`src/fgscp_consts.vh`:
```
// Function
// host pulls frame_latch_enable low before any read or write frame starts.
// first serial clock rise after latch falls samples data: one writes, zero reads.
// write frame takes 15 more bits on 15 rises, LSB first, 16 in all.
// latch rising after a write ends it and applies the new code at once.
// read frame shifts stored 15 bits out on 15 falling edges, LSB first.
// latch rising ends a read; reading never changes the stored word.
// stored word holds 6-bit filter code: 1 to 63 MHz corner, or bypass.
// post-filter fixed gain field picks 12, 15, 18 or 21 dB.
// one stored bit turns the output offset correction loop on or off.
// stored word also holds the power mode selection.
// filter, all gains and buffer gain update together from one stored word.
// a stored field selects the output buffer gain, low or high setting.
// host high pulse of 25 ns or more outside reads clears peak hold.
// host changes data only while serial clock is low.
`ifndef FGSCP_CONSTS_VH
`define FGSCP_CONSTS_VH

`define FGSCP_CLK_PERIOD_NS   10
`define FGSCP_PEAK_CLR_MIN_NS 25
`define FGSCP_PEAK_CLR_CYC    ((`FGSCP_PEAK_CLR_MIN_NS + `FGSCP_CLK_PERIOD_NS - 1) / `FGSCP_CLK_PERIOD_NS)

`define FGSCP_DATA_BITS       15
`define FGSCP_CFG_RST         15'h0800

`define FGSCP_FILT_LSB        0
`define FGSCP_FILT_BYPASS     6'h00
`define FGSCP_PRE_GAIN_LSB    6
`define FGSCP_POST_GAIN_LSB   8
`define FGSCP_BUF_GAIN_BIT    10
`define FGSCP_DCLOOP_BIT      11
`define FGSCP_PWR_LSB         12

`define FGSCP_ADR_CFG         4'h0
`define FGSCP_ADR_CTRL        4'h4
`define FGSCP_ADR_STAT        4'h8
`define FGSCP_CTRL_RST        2'h1
`define FGSCP_CTRL_EN_BIT     0
`define FGSCP_CTRL_PKCLR_BIT  1

`endif

```
`src/fgscp_sync.v`:
```
`timescale 1ns/1ps
module fgscp_sync #(
   parameter W = 1
) (
   input  wire         clk,   // system clock
   input  wire         rstn,  // async reset, active low
   input  wire [W-1:0] d,     // asynchronous inputs
   output reg  [W-1:0] q      // synchronised outputs
);
   reg [W-1:0] meta_r;

   // meta_r feeds only q
   always @(posedge clk or negedge rstn) begin
      if (!rstn) begin
         meta_r <= {W{1'b0}};
         q      <= {W{1'b0}};
      end else begin
         meta_r <= d;
         q      <= meta_r;
      end
   end
endmodule

```
`src/fgscp_pulse_meas.v`:
```
`timescale 1ns/1ps
module fgscp_pulse_meas #(
   parameter MIN_CYC = 3
) (
   input  wire clk,    // system clock
   input  wire rstn,   // async reset, active low
   input  wire level,  // qualified clear level
   output reg  pulse   // one-cycle clear pulse
);
   reg [7:0] cnt_r;

   // one pulse per high period, once the width is proven
   always @(posedge clk or negedge rstn) begin
      if (!rstn) begin
         cnt_r <= 8'h00;
         pulse <= 1'b0;
      end else begin
         pulse <= 1'b0;
         if (!level) begin
            cnt_r <= 8'h00;
         end else if (cnt_r != 8'hFF) begin
            cnt_r <= cnt_r + 8'h01;
            if (cnt_r == MIN_CYC[7:0] - 8'h01)
               pulse <= 1'b1;
         end
      end
   end
endmodule

```
`src/fgscp_top.v`:
```
// Our own choices: the Wishbone slave port and the address map.
`timescale 1ns/1ps
`include "fgscp_consts.vh"
module fgscp_top (
   input  wire        clk,                     // 100 MHz system clock
   input  wire        rstn,                    // async reset, active low
   input  wire        wb_cyc_i,                // wishbone cycle
   input  wire        wb_stb_i,                // wishbone strobe
   input  wire        wb_we_i,                 // wishbone write enable
   input  wire [3:0]  wb_adr_i,                // wishbone byte address
   input  wire [3:0]  wb_sel_i,                // wishbone byte selects
   input  wire [31:0] wb_dat_i,                // wishbone write data
   output reg  [31:0] wb_dat_o,                // wishbone read data
   output reg         wb_ack_o,                // wishbone acknowledge
   input  wire        frame_latch_enable,      // latch pin, frame while low
   input  wire        serial_clk,              // serial clock pin
   input  wire        serial_data,             // serial data pin
   input  wire        serial_out_peak_clear_i, // shared pin, input level
   output reg         serial_out_peak_clear_o, // shared pin, driven level
   output reg         serial_out_peak_clear_oe,// shared pin, drive enable
   output reg  [5:0]  filt_code_o,             // filter corner code, MHz
   output reg         filt_bypass_o,           // filter bypassed
   output reg  [1:0]  pre_gain_o,              // input stage gain code
   output reg  [1:0]  post_gain_o,             // post-filter gain code
   output reg         buf_gain_hi_o,           // output buffer high gain
   output reg         dc_loop_en_o,            // offset loop enabled
   output reg  [1:0]  pwr_mode_o,              // power mode code
   output wire        peak_clear_o             // peak hold clear pulse
);
   localparam ST_IDLE = 2'b00;
   localparam ST_FLAG = 2'b01;
   localparam ST_WR   = 2'b10;
   localparam ST_RD   = 2'b11;
   localparam NB      = `FGSCP_DATA_BITS;

   function [7:0] sat_inc;
      input [7:0] v;
      begin
         sat_inc = (v == 8'hFF) ? v : v + 8'h01;
      end
   endfunction

   // pins, each through two flops
   wire [3:0] pin_s;
   fgscp_sync #(.W(4)) u_sync (
      .clk  (clk),
      .rstn (rstn),
      .d    ({serial_out_peak_clear_i, serial_data, serial_clk, ~frame_latch_enable}),
      .q    (pin_s)
   );
   wire le_s   = ~pin_s[0]; // carried inverted so reset reads the idle high level
   wire sclk_s = pin_s[1];
   wire sdi_s  = pin_s[2];
   wire pk_s   = pin_s[3];

   reg  sclk_d_r;
   reg  le_d_r;
   wire sclk_rise = sclk_s & ~sclk_d_r;
   wire sclk_fall = ~sclk_s & sclk_d_r;
   wire le_fall   = ~le_s & le_d_r;
   wire le_rise   = le_s & ~le_d_r;

   reg  [1:0]    st_r;
   reg  [1:0]    st_nxt;
   reg  [NB-1:0] wr_sh_r;
   reg  [4:0]    wr_cnt_r;
   reg  [NB-1:0] rd_sh_r;
   reg  [3:0]    rd_cnt_r;
   reg  [NB-1:0] cfg_r;
   reg  [1:0]    ctrl_r;
   reg           sw_pk_r;
   reg  [7:0]    wr_ok_r;
   reg  [7:0]    wr_bad_r;
   reg  [7:0]    rd_done_r;

   wire port_en = ctrl_r[`FGSCP_CTRL_EN_BIT];
   wire wr_full = (wr_cnt_r == NB[4:0]);

   // frame sequencer
   always @* begin
      st_nxt = st_r;
      case (st_r)
         ST_IDLE: begin
            if (le_fall && port_en)
               st_nxt = ST_FLAG;
         end
         ST_FLAG: begin
            if (le_s)
               st_nxt = ST_IDLE;
            else if (sclk_rise)
               st_nxt = sdi_s ? ST_WR : ST_RD;
         end
         ST_WR: begin
            if (le_s)
               st_nxt = ST_IDLE;
         end
         ST_RD: begin
            if (le_s)
               st_nxt = ST_IDLE;
         end
         default: st_nxt = ST_IDLE;
      endcase
   end

   always @(posedge clk or negedge rstn) begin
      if (!rstn) begin
         st_r     <= ST_IDLE;
         sclk_d_r <= 1'b0;
         le_d_r   <= 1'b1;
      end else begin
         st_r     <= st_nxt;
         sclk_d_r <= sclk_s;
         le_d_r   <= le_s;
      end
   end

   // write capture; a short frame or one of 16 to 31 data bits is dropped, never half-applied
   always @(posedge clk or negedge rstn) begin
      if (!rstn) begin
         wr_sh_r  <= {NB{1'b0}};
         wr_cnt_r <= 5'h00;
      end else if (st_r == ST_FLAG) begin
         wr_cnt_r <= 5'h00;
      end else if (st_r == ST_WR && !le_s && sclk_rise) begin
         if (!wr_full) begin
            wr_sh_r  <= {sdi_s, wr_sh_r[NB-1:1]};
            wr_cnt_r <= wr_cnt_r + 5'h01;
         end else begin
            // overflow code differs from the full count, so a frame of 16 to 31 data bits is dropped; the next rise wraps it to zero
            wr_cnt_r <= 5'h1F;
         end
      end
   end

   // stored word moves in one edge; its decoded fields all follow one edge later
   always @(posedge clk or negedge rstn) begin
      if (!rstn) begin
         cfg_r <= `FGSCP_CFG_RST;
      end else if (st_r == ST_WR && le_rise && wr_full) begin
         cfg_r <= wr_sh_r;
      end
   end

   always @(posedge clk or negedge rstn) begin
      if (!rstn) begin
         filt_code_o   <= 6'h00;
         filt_bypass_o <= 1'b0;
         pre_gain_o    <= 2'h0;
         post_gain_o   <= 2'h0;
         buf_gain_hi_o <= 1'b0;
         dc_loop_en_o  <= 1'b0;
         pwr_mode_o    <= 2'h0;
      end else begin
         filt_code_o   <= cfg_r[`FGSCP_FILT_LSB +: 6];
         filt_bypass_o <= (cfg_r[`FGSCP_FILT_LSB +: 6] == `FGSCP_FILT_BYPASS);
         pre_gain_o    <= cfg_r[`FGSCP_PRE_GAIN_LSB +: 2];
         post_gain_o   <= cfg_r[`FGSCP_POST_GAIN_LSB +: 2];
         buf_gain_hi_o <= cfg_r[`FGSCP_BUF_GAIN_BIT];
         dc_loop_en_o  <= cfg_r[`FGSCP_DCLOOP_BIT];
         pwr_mode_o    <= cfg_r[`FGSCP_PWR_LSB +: 2];
      end
   end

   // readback: a copy is shifted, cfg_r is untouched
   always @(posedge clk or negedge rstn) begin
      if (!rstn) begin
         rd_sh_r                  <= {NB{1'b0}};
         rd_cnt_r                 <= 4'h0;
         serial_out_peak_clear_o  <= 1'b0;
         serial_out_peak_clear_oe <= 1'b0;
      end else if (st_r == ST_FLAG) begin
         rd_sh_r  <= cfg_r;
         rd_cnt_r <= 4'h0;
      end else if (st_r == ST_RD && !le_s) begin
         if (sclk_fall && rd_cnt_r != NB[3:0]) begin
            serial_out_peak_clear_o  <= rd_sh_r[0];
            serial_out_peak_clear_oe <= 1'b1;
            rd_sh_r  <= {1'b0, rd_sh_r[NB-1:1]};
            rd_cnt_r <= rd_cnt_r + 4'h1;
         end
      end else begin
         serial_out_peak_clear_o  <= 1'b0;
         serial_out_peak_clear_oe <= 1'b0;
      end
   end

   // shared pin only counts as a clear while nobody reads; a frame whose
   // direction is not yet known counts as a read
   wire      pk_busy = (st_r == ST_FLAG) | (st_r == ST_RD) | serial_out_peak_clear_oe;
   reg [2:0] pk_hold_r;

   // synced pin lags the drive enable, so the block outlasts the read
   always @(posedge clk or negedge rstn) begin
      if (!rstn)
         pk_hold_r <= 3'h0;
      else
         pk_hold_r <= {pk_hold_r[1:0], pk_busy};
   end

   wire pk_level = pk_s & ~pk_busy & ~(|pk_hold_r);
   wire hw_pk;

   fgscp_pulse_meas #(.MIN_CYC(`FGSCP_PEAK_CLR_CYC)) u_pk (
      .clk   (clk),
      .rstn  (rstn),
      .level (pk_level),
      .pulse (hw_pk)
   );

   reg pk_out_r;
   always @(posedge clk or negedge rstn) begin
      if (!rstn)
         pk_out_r <= 1'b0;
      else
         pk_out_r <= hw_pk | sw_pk_r;
   end
   assign peak_clear_o = pk_out_r;

   // frame statistics
   always @(posedge clk or negedge rstn) begin
      if (!rstn) begin
         wr_ok_r   <= 8'h00;
         wr_bad_r  <= 8'h00;
         rd_done_r <= 8'h00;
      end else if (le_rise) begin
         if (st_r == ST_WR && wr_full)
            wr_ok_r <= sat_inc(wr_ok_r);
         else if (st_r == ST_WR)
            wr_bad_r <= sat_inc(wr_bad_r);
         else if (st_r == ST_RD)
            rd_done_r <= sat_inc(rd_done_r);
      end
   end

   // wishbone slave, one wait state, unmapped reads zero
   wire wb_req = wb_cyc_i & wb_stb_i;
   wire wb_wr  = wb_req & wb_ack_o & wb_we_i & wb_sel_i[0];

   always @(posedge clk or negedge rstn) begin
      if (!rstn) begin
         wb_ack_o <= 1'b0;
         wb_dat_o <= 32'h0000_0000;
      end else begin
         wb_ack_o <= wb_req & ~wb_ack_o;
         wb_dat_o <= 32'h0000_0000;
         if (wb_req && !wb_ack_o && !wb_we_i) begin
            case (wb_adr_i)
               `FGSCP_ADR_CFG:  wb_dat_o <= {17'h00000, cfg_r};
               `FGSCP_ADR_CTRL: wb_dat_o <= {30'h00000000, 1'b0, ctrl_r[0]};
               `FGSCP_ADR_STAT: wb_dat_o <= {rd_done_r, wr_bad_r, wr_ok_r,
                                             4'h0, wr_cnt_r[1:0], st_r};
               default:         wb_dat_o <= 32'h0000_0000;
            endcase
         end
      end
   end

   // clear bit self-clears; it never holds the clear line
   always @(posedge clk or negedge rstn) begin
      if (!rstn) begin
         ctrl_r  <= `FGSCP_CTRL_RST;
         sw_pk_r <= 1'b0;
      end else begin
         sw_pk_r <= 1'b0;
         if (wb_wr && wb_adr_i == `FGSCP_ADR_CTRL) begin
            ctrl_r[`FGSCP_CTRL_EN_BIT] <= wb_dat_i[`FGSCP_CTRL_EN_BIT];
            sw_pk_r                    <= wb_dat_i[`FGSCP_CTRL_PKCLR_BIT];
         end
      end
   end
endmodule

```
`config.mk`:
```
export PLATFORM = sky130hd
export DESIGN_NAME = fgscp_top
export DESIGN_NICKNAME = d
export VERILOG_FILES = /design/src/fgscp_sync.v /design/src/fgscp_pulse_meas.v /design/src/fgscp_top.v
export VERILOG_INCLUDE_DIRS = /design/src /design/src/src
export SDC_FILE = /design/constraint.sdc
export NUM_CORES = 1
export LEC_CHECK = 0
export ABC_AREA = 1
export BUFFER_PORTS_ARGS = -buffer_cell sky130_fd_sc_hd__buf_2
export CAP_MARGIN = 20
export CORE_MARGIN = 1.5
export CORE_UTILIZATION = 40
export DETAILED_ROUTE_END_ITERATION = 7
export GPL_ROUTABILITY_DRIVEN = 0
export PLACE_DENSITY_LB_ADDON = 0.3
export SLEW_MARGIN = 15
export SYNTH_ARGS = -nofsm -noshare
export SYNTH_HDL_FRONTEND = slang
export SYNTH_SLANG_ARGS = --single-unit
export TNS_END_PERCENT = 50
```
`constraint.sdc`:
```
create_clock -name clk -period 1.6 [get_ports clk]
set_input_delay 0.24 -clock clk [delete_from_list [all_inputs] [get_ports clk]]
set_output_delay 0.24 -clock clk [all_outputs]
set_load 0.01 [all_outputs]
```
Word-level counts from Yosys, hierarchy flattened
Cells that the tools add are included.
{"block": "totals", "register_bits": 155}
{"block": "op_classes", "reduce_logical": 28, "addsub": 6, "mux": 27, "eq_ne": 17, "n_bitwise": 29}
{"operator": "$pmux W32 S3", "count": 1}
{"operator": "$mux W15", "count": 3}
{"operator": "$add A8 B1 Y8 const B", "count": 4}
{"operator": "$mux W32", "count": 1}
{"operator": "$eq A8 B8 Y1 const B", "count": 3}
{"operator": "$mux W8", "count": 2}
{"operator": "$mux W5", "count": 3}
{"operator": "$not A1 Y1", "count": 15}
{"operator": "$mux W4", "count": 3}
{"operator": "$and A1 B1 Y1", "count": 11}
{"operator": "$logic_and A1 B1 Y1", "count": 11}
{"operator": "$mux W1", "count": 9}
{"operator": "$reduce_and A3 Y1", "count": 3}
{"operator": "$eq A8 B2 Y1 const B", "count": 1}
{"operator": "$mux W2", "count": 4}
{"operator": "$ne A8 B8 Y1 const B", "count": 1}
{"operator": "$logic_not A6 Y1", "count": 1}
{"operator": "$ne A2 B2 Y1 const B", "count": 3}
{"operator": "$pmux W2 S3", "count": 1}
{"operator": "$reduce_bool A2 Y1", "count": 3}
{"operator": "$add A5 B1 Y5 const B", "count": 1}
{"operator": "$eq A5 B4 Y1 const B", "count": 1}
{"operator": "$reduce_and A5 Y1", "count": 1}
{"operator": "$add A4 B1 Y4 const B", "count": 1}
{"operator": "other kinds (15)", "count": 20}

Depth between registers and ports, before layout
Gate-level depths: netlist of run 1.
{"block": "depth", "ltp_word": 7, "depth_mapped": 10, "depth_no_buf": 10}

Cells and area by module
From an unflattened synthesis of run 1, not the netlist that was laid out.
{"block": "hier_totals", "cells_unflattened": 754, "hier_area_um2": 6698.9}
{"mod": "fgscp_top", "instances": 1, "cells_each": 682, "area_each_um2": 5979.5, "seq_area_each_um2": 3457.1}
{"mod": "fgscp_pulse_meas", "instances": 1, "cells_each": 64, "area_each_um2": 519.2, "seq_area_each_um2": 225.2}
{"mod": "fgscp_sync", "instances": 1, "cells_each": 8, "area_each_um2": 200.2, "seq_area_each_um2": 200.2}

Worst setup path after synthesis of run 1
OpenSTA, ideal clock, no wires.
{"block": "synth_path", "kind": "register -> register", "startpoint": "reg wr_cnt_r[0]", "endpoint": "reg wr_sh_r[10]", "setup_slack_ps": -22, "setup_time_ps": 65, "path_stages_with_launch": 9, "t_arrival_ps": 1558, "synth_period_minus_slack_ps": 1622, "t_required_ps": 1535, "path_cell_list": "dfrtp_1 ha_1 nand2_1 nor2_1 ha_1 clkbuf_1 clkbuf_1 o21ai_0 nand2_1"}
{"block": "synth_via", "elab_chain_len": 3}
{"element": "from (decl)", "line_no": "fgscp_top.v:66", "rtl": "reg [4:0] wr_cnt_r;"}
{"element": "from (signal assigned)", "line_no": "fgscp_top.v:127", "rtl": "wr_cnt_r <= wr_cnt_r + 5'h01;"}
{"element": "$eq A5 B4 Y1", "line_no": "fgscp_top.v:77", "rtl": "wire wr_full = (wr_cnt_r == NB[4:0]);"}
{"element": "$not A1 Y1 (no line)"}
{"element": "$reduce_and A3 Y1 (no line)"}
{"element": "to (signal assigned)", "line_no": "fgscp_top.v:120", "rtl": "wr_sh_r <= {NB{1'b0}};"}
{"element": "to (signal assigned)", "line_no": "fgscp_top.v:126", "rtl": "wr_sh_r <= {sdi_s, wr_sh_r[NB-1:1]};"}
{"element": "to (decl)", "line_no": "fgscp_top.v:65", "rtl": "reg [NB-1:0] wr_sh_r;"}
No other way between the ends.
A chain may end at the register's enable or synchronous reset.

Worst setup path after layout of run 1
{"block": "layout_path", "startpoint": "reg wr_cnt_r[0]", "endpoint": "reg wr_ok_r[7]"}
{"block": "layout_via", "elab_chain_len": 3}
{"element": "$eq A5 B4 Y1", "line_no": "fgscp_top.v:77"}
{"element": "$logic_and A1 B1 Y1", "line_no": "fgscp_top.v:226", "rtl": "if (st_r == ST_WR && wr_full)"}
{"element": "$reduce_and A3 Y1 (no line)"}
{"element": "to (signal assigned)", "line_no": "fgscp_top.v:227", "rtl": "wr_ok_r <= sat_inc(wr_ok_r);"}
{"element": "to (decl)", "line_no": "fgscp_top.v:72", "rtl": "reg [7:0] wr_ok_r;"}
No other way between the ends.

==> impl_metrics.ini, run 1 <==
[yosys]
syn_nets = 822
synth-simple-area-share = 0.257
synth_edf_count = 0
netlist_area_sq_mm = 0.00666
ys.flop_type = dfrtp_1
netlist_top_cells_area = dfrtp_1 57%, nand2_1 15%, inv_1 4.7%
synth_area_leader_cell = dfrtp_1
async_reset_ff_frac = 1.00
synth-seq-cells = 155
yosysSeqAreaShare = 0.583
ys_types = 30
synthAdderAreaFrac = 0.0150
yosysTopAreaCellShare = 0.571
ys.warnings.count = 0
synth_compound_area_frac = 0.0592
syn-instance-count = 765
synth.avg_cell_area_sq_um = 8.71
synth-xor-area-share = 0.0158
muxShareOfSynthArea = 0
synth_top_family_by_area = simple AND/OR/NAND/NOR gates

[global_route]
grt_use_total = 0.181
grt_max_degree = 57
grt_pass1_wl_microns = 24900
grt_pass1_vias = 4975
antenna_found_initial = 0
grt_overflow_total = 0

[final_layout]
final_nets = 933
layout.cells.non_filler = 1105
diodes = 0
synthToLayoutAreaGrowth_pct = 24.4
final_layout_size_suffix_gt1_frac = 0.202

[detailed_routing]
wl_per_cell_microns = 13.3
vias = 5261
ant_nets = 0
drtIter0Drc = 348
drc_errors = 0
dr.pass1.iters = 5
vias_per_cell = 4.76
drt_wl_total_microns = 14700

[sta]
fin_crit_ns = 1.69
fin_tns_setup_ns = -1.95
setup_slack_ns = -0.0911
setup_viol = 34
max_slew.worst_pin.slew_ns = 0.330
rsz0062_at_grt = true
clock_skew_ns = 0.00697
hold_viol = 0
period_share = 1.06
max_freq_mhz = 591
drv_slew = 0
max_slew_margin = 0.779

[floorplanning]
die-area_sq_mm = 0.0174
rows = 46
start_util = 0.415
io_pins = 100
die_w_microns = 132
fp.dieH_microns = 132
design.core.area_sq_mm = 0.0161

[place]
hpwl_microns = 10000
placedCellCount = 1061
portBuffers = 66

[setup_path]
reg2reg_from = wr_cnt_r[0]$_DFFE_PN0P_
path_cells = ha_2 > nand2_2 > nor2_2 > ha_2 > nand3_4 > nor2_4 > buf_12 > nand2_8 > inv_6 > nand2_1 > nand2_1
arrival_ns = 2.05
r2r_setup_slack_ns = -0.09
cp_slowest_stage_delay_ns = 0.37
path_class = reg -> reg
critPathCaptureType = flop
slowest_stage = dfrtp_1
cp_data_required_time_ns = 1.96
crit_path_start_kind = flop
crit_path_max_fanout = 10
startpoint = wr_cnt_r[0]$_DFFE_PN0P_

[clock_network]
clk_latency_ns = 0.42
clock_path_buffers = 2
cts_buffers = 17
numClockSinks = 155
cts_tree = built
cts-root-buf = clkbuf_16
clk_pin_slew_ns = 0.06
htreeDepth = 4

[job]
cap_viol_max_count = 0

[pwr]
p_leak_uw = 0.00435
power_density_mw_per_mm2 = 1060
ir_drop_mv = 0.838

[worst_hold_path]
hold_class = in -> reg
min_from = wb_dat_i[1]

[status]
violations = setup timing
outcome = finished, violations left
==> synthesized netlist by cell type (2+ instances only) <==
library cell and number:
a21oi_1 8, o22ai_1 9, nand3_2 4, buf_4 2, xor2_1 7, buf_6 4
ha_1 8, inv_1 83, nand4_1 12, buf_2 8, xnor2_1 5, clkbuf_1 7
dfstp_2 3, nand2_1 259, nand3_1 51, inv_2 4, o21ai_0 49, dfrtp_1 152
nor2_2 5, nand2_2 4, nor2_4 3, nor2_1 44, nor3_1 19, o21ai_1 9
==> power by group <==
part / switching, uW / total (uW) / internal [uW] / leakage [uW]
Clock: 1560 / 3730 / 2170 / 0.000263
Combinational: 621 / 902 / 281 / 0.00197
Sequential: 102 / 4140 / 4030 / 0.00212
==> worst max-delay path: cells and delay by family (launching register included) <==
kind / cells / cell delay [ns]
adders and majority gates: 2 / 0.42
buffers and inverters: 2 / 0.24
DFF: 1 / 0.37
and+or+nand+nor: 7 / 0.60
==> cells in the final DEF (no fill, tap or decap), types with 19 or more instances in the layout <==
cell type	netlist	final
o21ai_1	9	23
buf_2	8	65
buf_4	2	32
nand2_1	259	252
nor3_1	19	19
o21ai_0	49	30
dfrtp_1	152	152
inv_1	83	83
nor2_1	44	42
nand3_1	51	51
==> metal layers <==
layer,vias to the layer above,track usage,part of all wire
met5,-,0,0
met4,0,0.0716,0.018
met3,22,0.0404,0.045
met2,101,0.273,0.46
met1,2490,0.253,0.48
li1,2648,-,-
==> worst paths after layout <==
kind,endpoint,depth (start not counted)
worst min register to register,u_sync.q[0]$_DFF_PN0_,0
worst max-delay path,wr_ok_r[7]$_DFFE_PN0P_,11
max in group asynchronous,le_d_r$_DFF_PN1_,3
min in group asynchronous,wb_dat_o[7]$_DFF_PN0_,2
worst min-delay path,sw_pk_r$_DFF_PN0_,3
worst max register to register,wr_ok_r[7]$_DFFE_PN0P_,11
==> flip-flops by register name, summed over array words and instances, names as in the netlist, 5 cells and up <==
signal       count
filt_code_o      6
u_pk.cnt_r       8
cfg_r           15
wr_sh_r         15
wb_dat_o        32
rd_done_r        8
wr_cnt_r         5
rd_sh_r         15
wr_ok_r          8
wr_bad_r         8
==> area by class of cell <==
type	instances	area [sq um]
repair buffers	114	816
inverters	88	338
flip-flops and latches	155	3880
clock buffers	21	450
multi-input cells	500	2430
fillers	1477	7770
clock inverters	11	98.8
well taps	216	270
==> through the flow <==
step / cell area, sq um / setup WS, ns / utilization / total power (uW) / hold slack (ns)
2_1_floorplan: 6660 / 0.0208 / - / 4730 / -0.0556
3_3_place_gp: 7460 / -0.118 / 0.464 / 5070 / 0.144
3_5_place_dp: 7460 / -0.160 / 0.464 / 5080 / 0.140
4_1_cts: 8110 / -0.0538 / 0.505 / 8850 / 0.00646
5_1_grt: 8280 / -0.179 / 0.516 / 9160 / 0.0391
6_report: 8280 / -0.0911 / 0.516 / 8770 / 0.0258
==> logic make-up (layout without fill, tap and decap cells) <==
logic type / Yosys count / count (layout)
xor+xnor: 12 / 12
simple gates: 404 / 404
fa+ha+maj: 8 / 8
compound gates: 76 / 76
flops: 155 / 155
buf+inv: 110 / 234
==> what timing repair did <==
action | in CTS | in global routing
pin swaps | 1 | 4
endpoints found under the hold margin | 33 | 0
endpoints found under the setup margin | 38 | 50
hold buffers | 5 | 0
setup buffers | 1 | 4
resized for setup | 18 | 39
gates cloned | 1 | 1
Power figures use the tool's default switching activity.
==> run 2: changes to the inputs <==
--- a/config.mk
+++ b/config.mk
@@ -13,9 +13,9 @@
 export CORE_UTILIZATION = 40
 export DETAILED_ROUTE_END_ITERATION = 7
 export GPL_ROUTABILITY_DRIVEN = 0
-export PLACE_DENSITY_LB_ADDON = 0.3
+export PLACE_DENSITY = 0.63
 export SLEW_MARGIN = 15
 export SYNTH_ARGS = -nofsm -noshare
 export SYNTH_HDL_FRONTEND = slang
 export SYNTH_SLANG_ARGS = --single-unit
-export TNS_END_PERCENT = 50
+export TNS_END_PERCENT = 20
==> impl_metrics.ini, run 2 (synthesis gave the netlist of run 1 again) <==
[status]
outcome = finished, violations left
violations = setup timing

[detailed_routing]
drtIter0Drc = 375
ant_nets = 0
wl_per_cell_microns = 13.4
drt_wl_total_microns = 14900
drc_errors = 0
vias_per_cell = 4.70
vias = 5208
dr.pass1.iters = 7

[final_layout]
diodes = 0
top_register = wb_dat_o
final_layout_size_suffix_gt1_frac = 0.233
fill_cells = 1454
final_common_cell = nand2_1
layout_common_cells = 237 x nand2_1, 151 x dfrtp_1, 83 x inv_1, 65 x buf_2, 50 x nand3_1
synthToLayoutAreaGrowth_pct = 26.8
final_nets = 937
largest_reg_flops = 32
layout.cells.non_filler = 1109

[sta]
rsz0062_at_grt = true
max_freq_mhz = 581
setup_viol = 39
max_slew.worst_pin.slew_ns = 0.450
fin_tns_setup_ns = -3.14
holdWs_ns = 0.0388
period_share = 1.08
setup_slack_ns = -0.122
fin_crit_ns = 1.72
hold_viol = 0
max_slew_margin = 0.700
clock_skew_ns = 0.00729
drv_slew = 0

[floorplanning]
io_pins = 100
fp.dieH_microns = 132
design.core.area_sq_mm = 0.0161
start_util = 0.415
die_w_microns = 132
die-area_sq_mm = 0.0174
rows = 46

[setup_path]
cp_data_required_time_ns = 1.95
crit_path_max_fanout = 8
reg2reg_to = cfg_r[12]$_DFFE_PN0P_
r2r_setup_slack_ns = -0.12
path_class = reg -> reg
reg2reg_from = wr_cnt_r[1]$_DFFE_PN0P_
ff2ff_path_depth = 10
crit_path_start_kind = flop
arrival_ns = 2.07
critPathCaptureType = flop

[global_route]
grt_max_degree = 44
grt_overflow_total = 0
grt_pass1_wl_microns = 25100
grt_pass1_vias = 5093
grt_use_total = 0.181
antenna_found_initial = 0

[clock_network]
numClockSinks = 155
clk_latency_ns = 0.42
htreeDepth = 4
clk_pin_slew_ns = 0.06
cts_buffers = 17
clock_path_buffers = 2
cts-root-buf = clkbuf_16
cts_tree = built

[place]
portBuffers = 66
placedCellCount = 1064
pre_cts_ws_ns = -0.213
hpwl_microns = 10100

[pwr]
power_density_mw_per_mm2 = 1050
ir_drop_mv = 0.845
p_leak_uw = 0.00439

[job]
cap_viol_max_count = 0

[worst_hold_path]
min_to = sw_pk_r$_DFF_PN0_
hold_class = in -> reg
min_from = wb_dat_i[1]
min_delay_path_depth = 3
==> run 2: cell count changes in the layout (fill, tap and decap cells not counted), moves of 2 or more <==
cell / delta
o21ai_1: +4
nor2_2: +2
o21ai_0: -7
nand2_1: -15
o21ai_2: +3
clkinv_2: -2
clkbuf_1: -2
buf_12: +3
nand2_2: +16
clkinvlp_4: +4
nor2_1: -2
clkinv_4: -2
==> run 2: through the flow <==
stage | power (uW) | util | instance area, sq um
2_1_floorplan | 4730 | - | 6660
5_1_grt | 9260 | 0.526 | 8450
6_report | 8860 | 0.526 | 8450
3_5_place_dp | 5090 | 0.467 | 7500
4_1_cts | 8930 | 0.507 | 8150
3_3_place_gp | 5080 | 0.467 | 7500
==> run 2: layout make-up <==
type,instances,area (sq um),area share
Clock inverter,13,119,0.0141
Clock buffer,19,443,0.0524
Timing Repair Buffer,117,893,0.106
Sequential cell,155,3880,0.460
Tap cell,216,270,0.0320
Multi-Input combinational cell,501,2490,0.295
Inverter,88,345,0.0409
==> run 2: what timing repair did <==
action	in CTS	in global routing
hold buffers	5	0
pin swaps	0	10
endpoints found under the setup margin	39	63
cloned	0	5
endpoints found under the hold margin	39	0
setup buffers	0	3
resized for setup	8	83
==> run 2: routing by layer <==
metal	wire, microns	track usage
met2	6850	0.277
met1	7230	0.255
met3	592	0.0369
met4	216	0.0679
met5	0	0
==> run 2: report_power, final <==
| part | leakage (uW) | internal [uW] | switching (uW) |
|---|---|---|---|
| Sequential | 0.00212 | 4030 | 102 |
| Combinational | 0.00202 | 290 | 620 |
| Clock | 0.000254 | 2180 | 1630 |
==> run 2: worst max path at each step <==
| stage | startpoint | to | cells past startpoint |
|---|---|---|---|
| 3_3_place_gp | wr_cnt_r[0]$_DFFE_PN0P_ | wr_ok_r[5]$_DFFE_PN0P_ | 10 |
| 6_report | wr_cnt_r[1]$_DFFE_PN0P_ | cfg_r[12]$_DFFE_PN0P_ | 10 |
| 5_1_grt | wr_cnt_r[0]$_DFFE_PN0P_ | wr_ok_r[3]$_DFFE_PN0P_ | 11 |
| 2_1_floorplan | wr_cnt_r[0]$_DFFE_PN0P_ | wr_sh_r[10]$_DFFE_PN0P_ | 8 |
| 3_5_place_dp | wr_cnt_r[0]$_DFFE_PN0P_ | wr_ok_r[3]$_DFFE_PN0P_ | 10 |
| 4_1_cts | wr_cnt_r[0]$_DFFE_PN0P_ | cfg_r[5]$_DFFE_PN0P_ | 9 |
==> run 2: critical path, cell delays in order, from the launching register on <==
cell       delay [ns]
dfrtp_1          0.36
ha_2             0.20
nand2_2          0.07
nor2_2           0.12
ha_2             0.22
nand3_4          0.09
nor2_4           0.13
buf_12           0.17
clkbuf_16        0.16
nand2_2          0.04
o21ai_1          0.07
==> run 3: changes to the inputs <==
--- a/config.mk
+++ b/config.mk
@@ -14,6 +14,7 @@
 export DETAILED_ROUTE_END_ITERATION = 7
 export GPL_ROUTABILITY_DRIVEN = 0
 export PLACE_DENSITY = 0.63
+export RECOVER_POWER = 100
 export SLEW_MARGIN = 15
 export SYNTH_ARGS = -nofsm -noshare
 export SYNTH_HDL_FRONTEND = slang
==> impl_metrics.ini, run 3 (synthesis gave the netlist of run 1 again) <==
[final_layout]
multiInputGateArea_sq_mm = 0.00249
layout_common_cells = 237 x nand2_1, 151 x dfrtp_1, 83 x inv_1, 53 x clkbuf_1, 51 x nand3_1
register_area_sq_mm = 0.00388
final_layout_size_suffix_gt1_frac = 0.174
final_nets = 937
largest_reg_flops = 32
fin_util = 0.520
fill_cells = 1484
diodes = 0
synthToLayoutAreaGrowth_pct = 25.5
top_register = wb_dat_o
final_common_cell = nand2_1
postLayoutCellArea_sq_mm = 0.00836

[sta]
max_slew.worst_pin.slew_ns = 1.18
setup_slack_ns = -0.122
holdWs_ns = 0.0378
drv_slew = 0
max_slew_margin = 0.216
fin_crit_ns = 1.72
setup_viol = 39
rsz0062_at_grt = true
fin_tns_setup_ns = -3.18
hold_viol = 0
clock_skew_ns = 0.00805
period_share = 1.08
max_freq_mhz = 581

[setup_path]
reg2reg_from = wr_cnt_r[1]$_DFFE_PN0P_
crit_path_start_kind = flop
cp_data_required_time_ns = 1.96
ff2ff_path_depth = 11
crit_path_max_fanout = 8
path_cells = ha_2 > nand2_2 > nor2_2 > ha_2 > nand3_4 > nor2_4 > buf_12 > nand2_8 > clkinv_8 > nand2_2 > nand2_1
reg2reg_to = wr_ok_r[3]$_DFFE_PN0P_
critPathCaptureType = flop
arrival_ns = 2.08
path_class = reg -> reg
slowest_stage = dfrtp_1
cp_slowest_stage_delay_ns = 0.36
r2r_setup_slack_ns = -0.12

[detailed_routing]
wl_met1_microns = 7250
ant_nets = 0
wl_met3_microns = 656
drt_wl_total_microns = 15000
drtIter0Drc = 369
met2_length_microns = 6840
dr.pass1.iters = 7
vias_per_cell = 4.73
drc_errors = 0
wl_per_cell_microns = 13.5
vias = 5244
top_layer_used = met4

[pwr]
p_leak_uw = 0.00416
p_int_uw = 6500
ir_drop_mv = 0.848
p_sw_frac = 0.266
power_density_mw_per_mm2 = 1060
p_switching_uw = 2360
clkPwrFrac = 0.431
seqPwrFrac = 0.467
p_comb_frac = 0.102
total_power_uw = 8860

[clock_network]
clock_path_buffers = 2
cts_tree = built
cts-root-buf = clkbuf_16
numClockSinks = 155
clk_pin_slew_ns = 0.06
clk_latency_ns = 0.42
cts_buffers = 17
htreeDepth = 4

[floorplanning]
rows = 46
fp.dieH_microns = 132
die_w_microns = 132
design.core.area_sq_mm = 0.0161
io_pins = 100
die-area_sq_mm = 0.0174
start_util = 0.415

[place]
portBuffers = 66
hpwl_microns = 10100
placed_area_sq_mm = 0.00750

[worst_hold_path]
min_to = sw_pk_r$_DFF_PN0_
min_delay_path_depth = 3
min_from = wb_dat_i[1]
hold_class = in -> reg

[global_route]
grt_use_total = 0.181
grt_overflow_total = 0
grt_pass1_vias = 5093
antenna_found_initial = 0
grt_max_degree = 44
grt_pass1_wl_microns = 25100

[status]
violations = setup timing
outcome = finished, violations left

[job]
cap_viol_max_count = 0
==> run 3: cell count changes in the layout (fill, tap and decap cells not counted), sizes merged <==
cell,previous run,this run
buf,110,56
clkbuf,21,75
==> run 3: worst max-delay path: cells and delay by family, from the launching register on <==
kind | cells | cell delay (ns)
simple gates | 7 | 0.60
fa+ha+maj | 2 | 0.42
buf+inv | 2 | 0.25
flops | 1 | 0.36
==> run 3: power by group through the flow <==
stage / combinational [uW] / sequential, uW / clock [uW]
after floorplan: 542 / 4180 / 0
after global placement: 878 / 4200 / 0
after detailed placement: 885 / 4200 / 0
after CTS: 900 / 4130 / 3900
after global routing: 1030 / 4150 / 4080
final: 905 / 4140 / 3820
==> run 3: repair_timing <==
item	4_1_cts	5_1_grt
buffers inserted	0	3
gates cloned	0	5
pin swaps	0	10
setup endpoints to repair	39	63
hold endpoints to repair	39	0
resized for setup	8	83
hold buffers	5	0
==> run 3: worst max-delay path by stage <==
stage | from | to | slack (ns) | depth (start not counted)
finish | wr_cnt_r[1]$_DFFE_PN0P_ | wr_ok_r[3]$_DFFE_PN0P_ | -0.12 | 11
global route | wr_cnt_r[0]$_DFFE_PN0P_ | wr_ok_r[3]$_DFFE_PN0P_ | -0.21 | 11
CTS | wr_cnt_r[0]$_DFFE_PN0P_ | cfg_r[5]$_DFFE_PN0P_ | -0.09 | 9
detailed placement | wr_cnt_r[0]$_DFFE_PN0P_ | wr_ok_r[3]$_DFFE_PN0P_ | -0.21 | 10
global placement | wr_cnt_r[0]$_DFFE_PN0P_ | wr_ok_r[5]$_DFFE_PN0P_ | -0.17 | 10
floorplan | wr_cnt_r[0]$_DFFE_PN0P_ | wr_sh_r[10]$_DFFE_PN0P_ | 0.02 | 8
==> run 3: routing by layer <==
metal	vias up	track usage
li1	2653	-
met1	2475	0.255
met2	98	0.277
met3	18	0.0369
met4	0	0.0679
met5	-	0
==> run 3: stage by stage <==
step | worst slack (ns) | std cells
finish | -0.122 | 1109
global route | -0.207 | 1109
CTS | -0.0867 | 1101
detailed placement | -0.213 | 1064
global placement | -0.168 | 1064
floorplan | 0.0208 | 765
==> run 3: final cells by class <==
cell class              instances  share of cell area
clock buffers                  19              0.0530
well taps                     216              0.0323
multi-input cells             501               0.298
clock inverters                13              0.0142
repair buffers                117              0.0966
flip-flops and latches        155               0.465
inverters                      88              0.0413
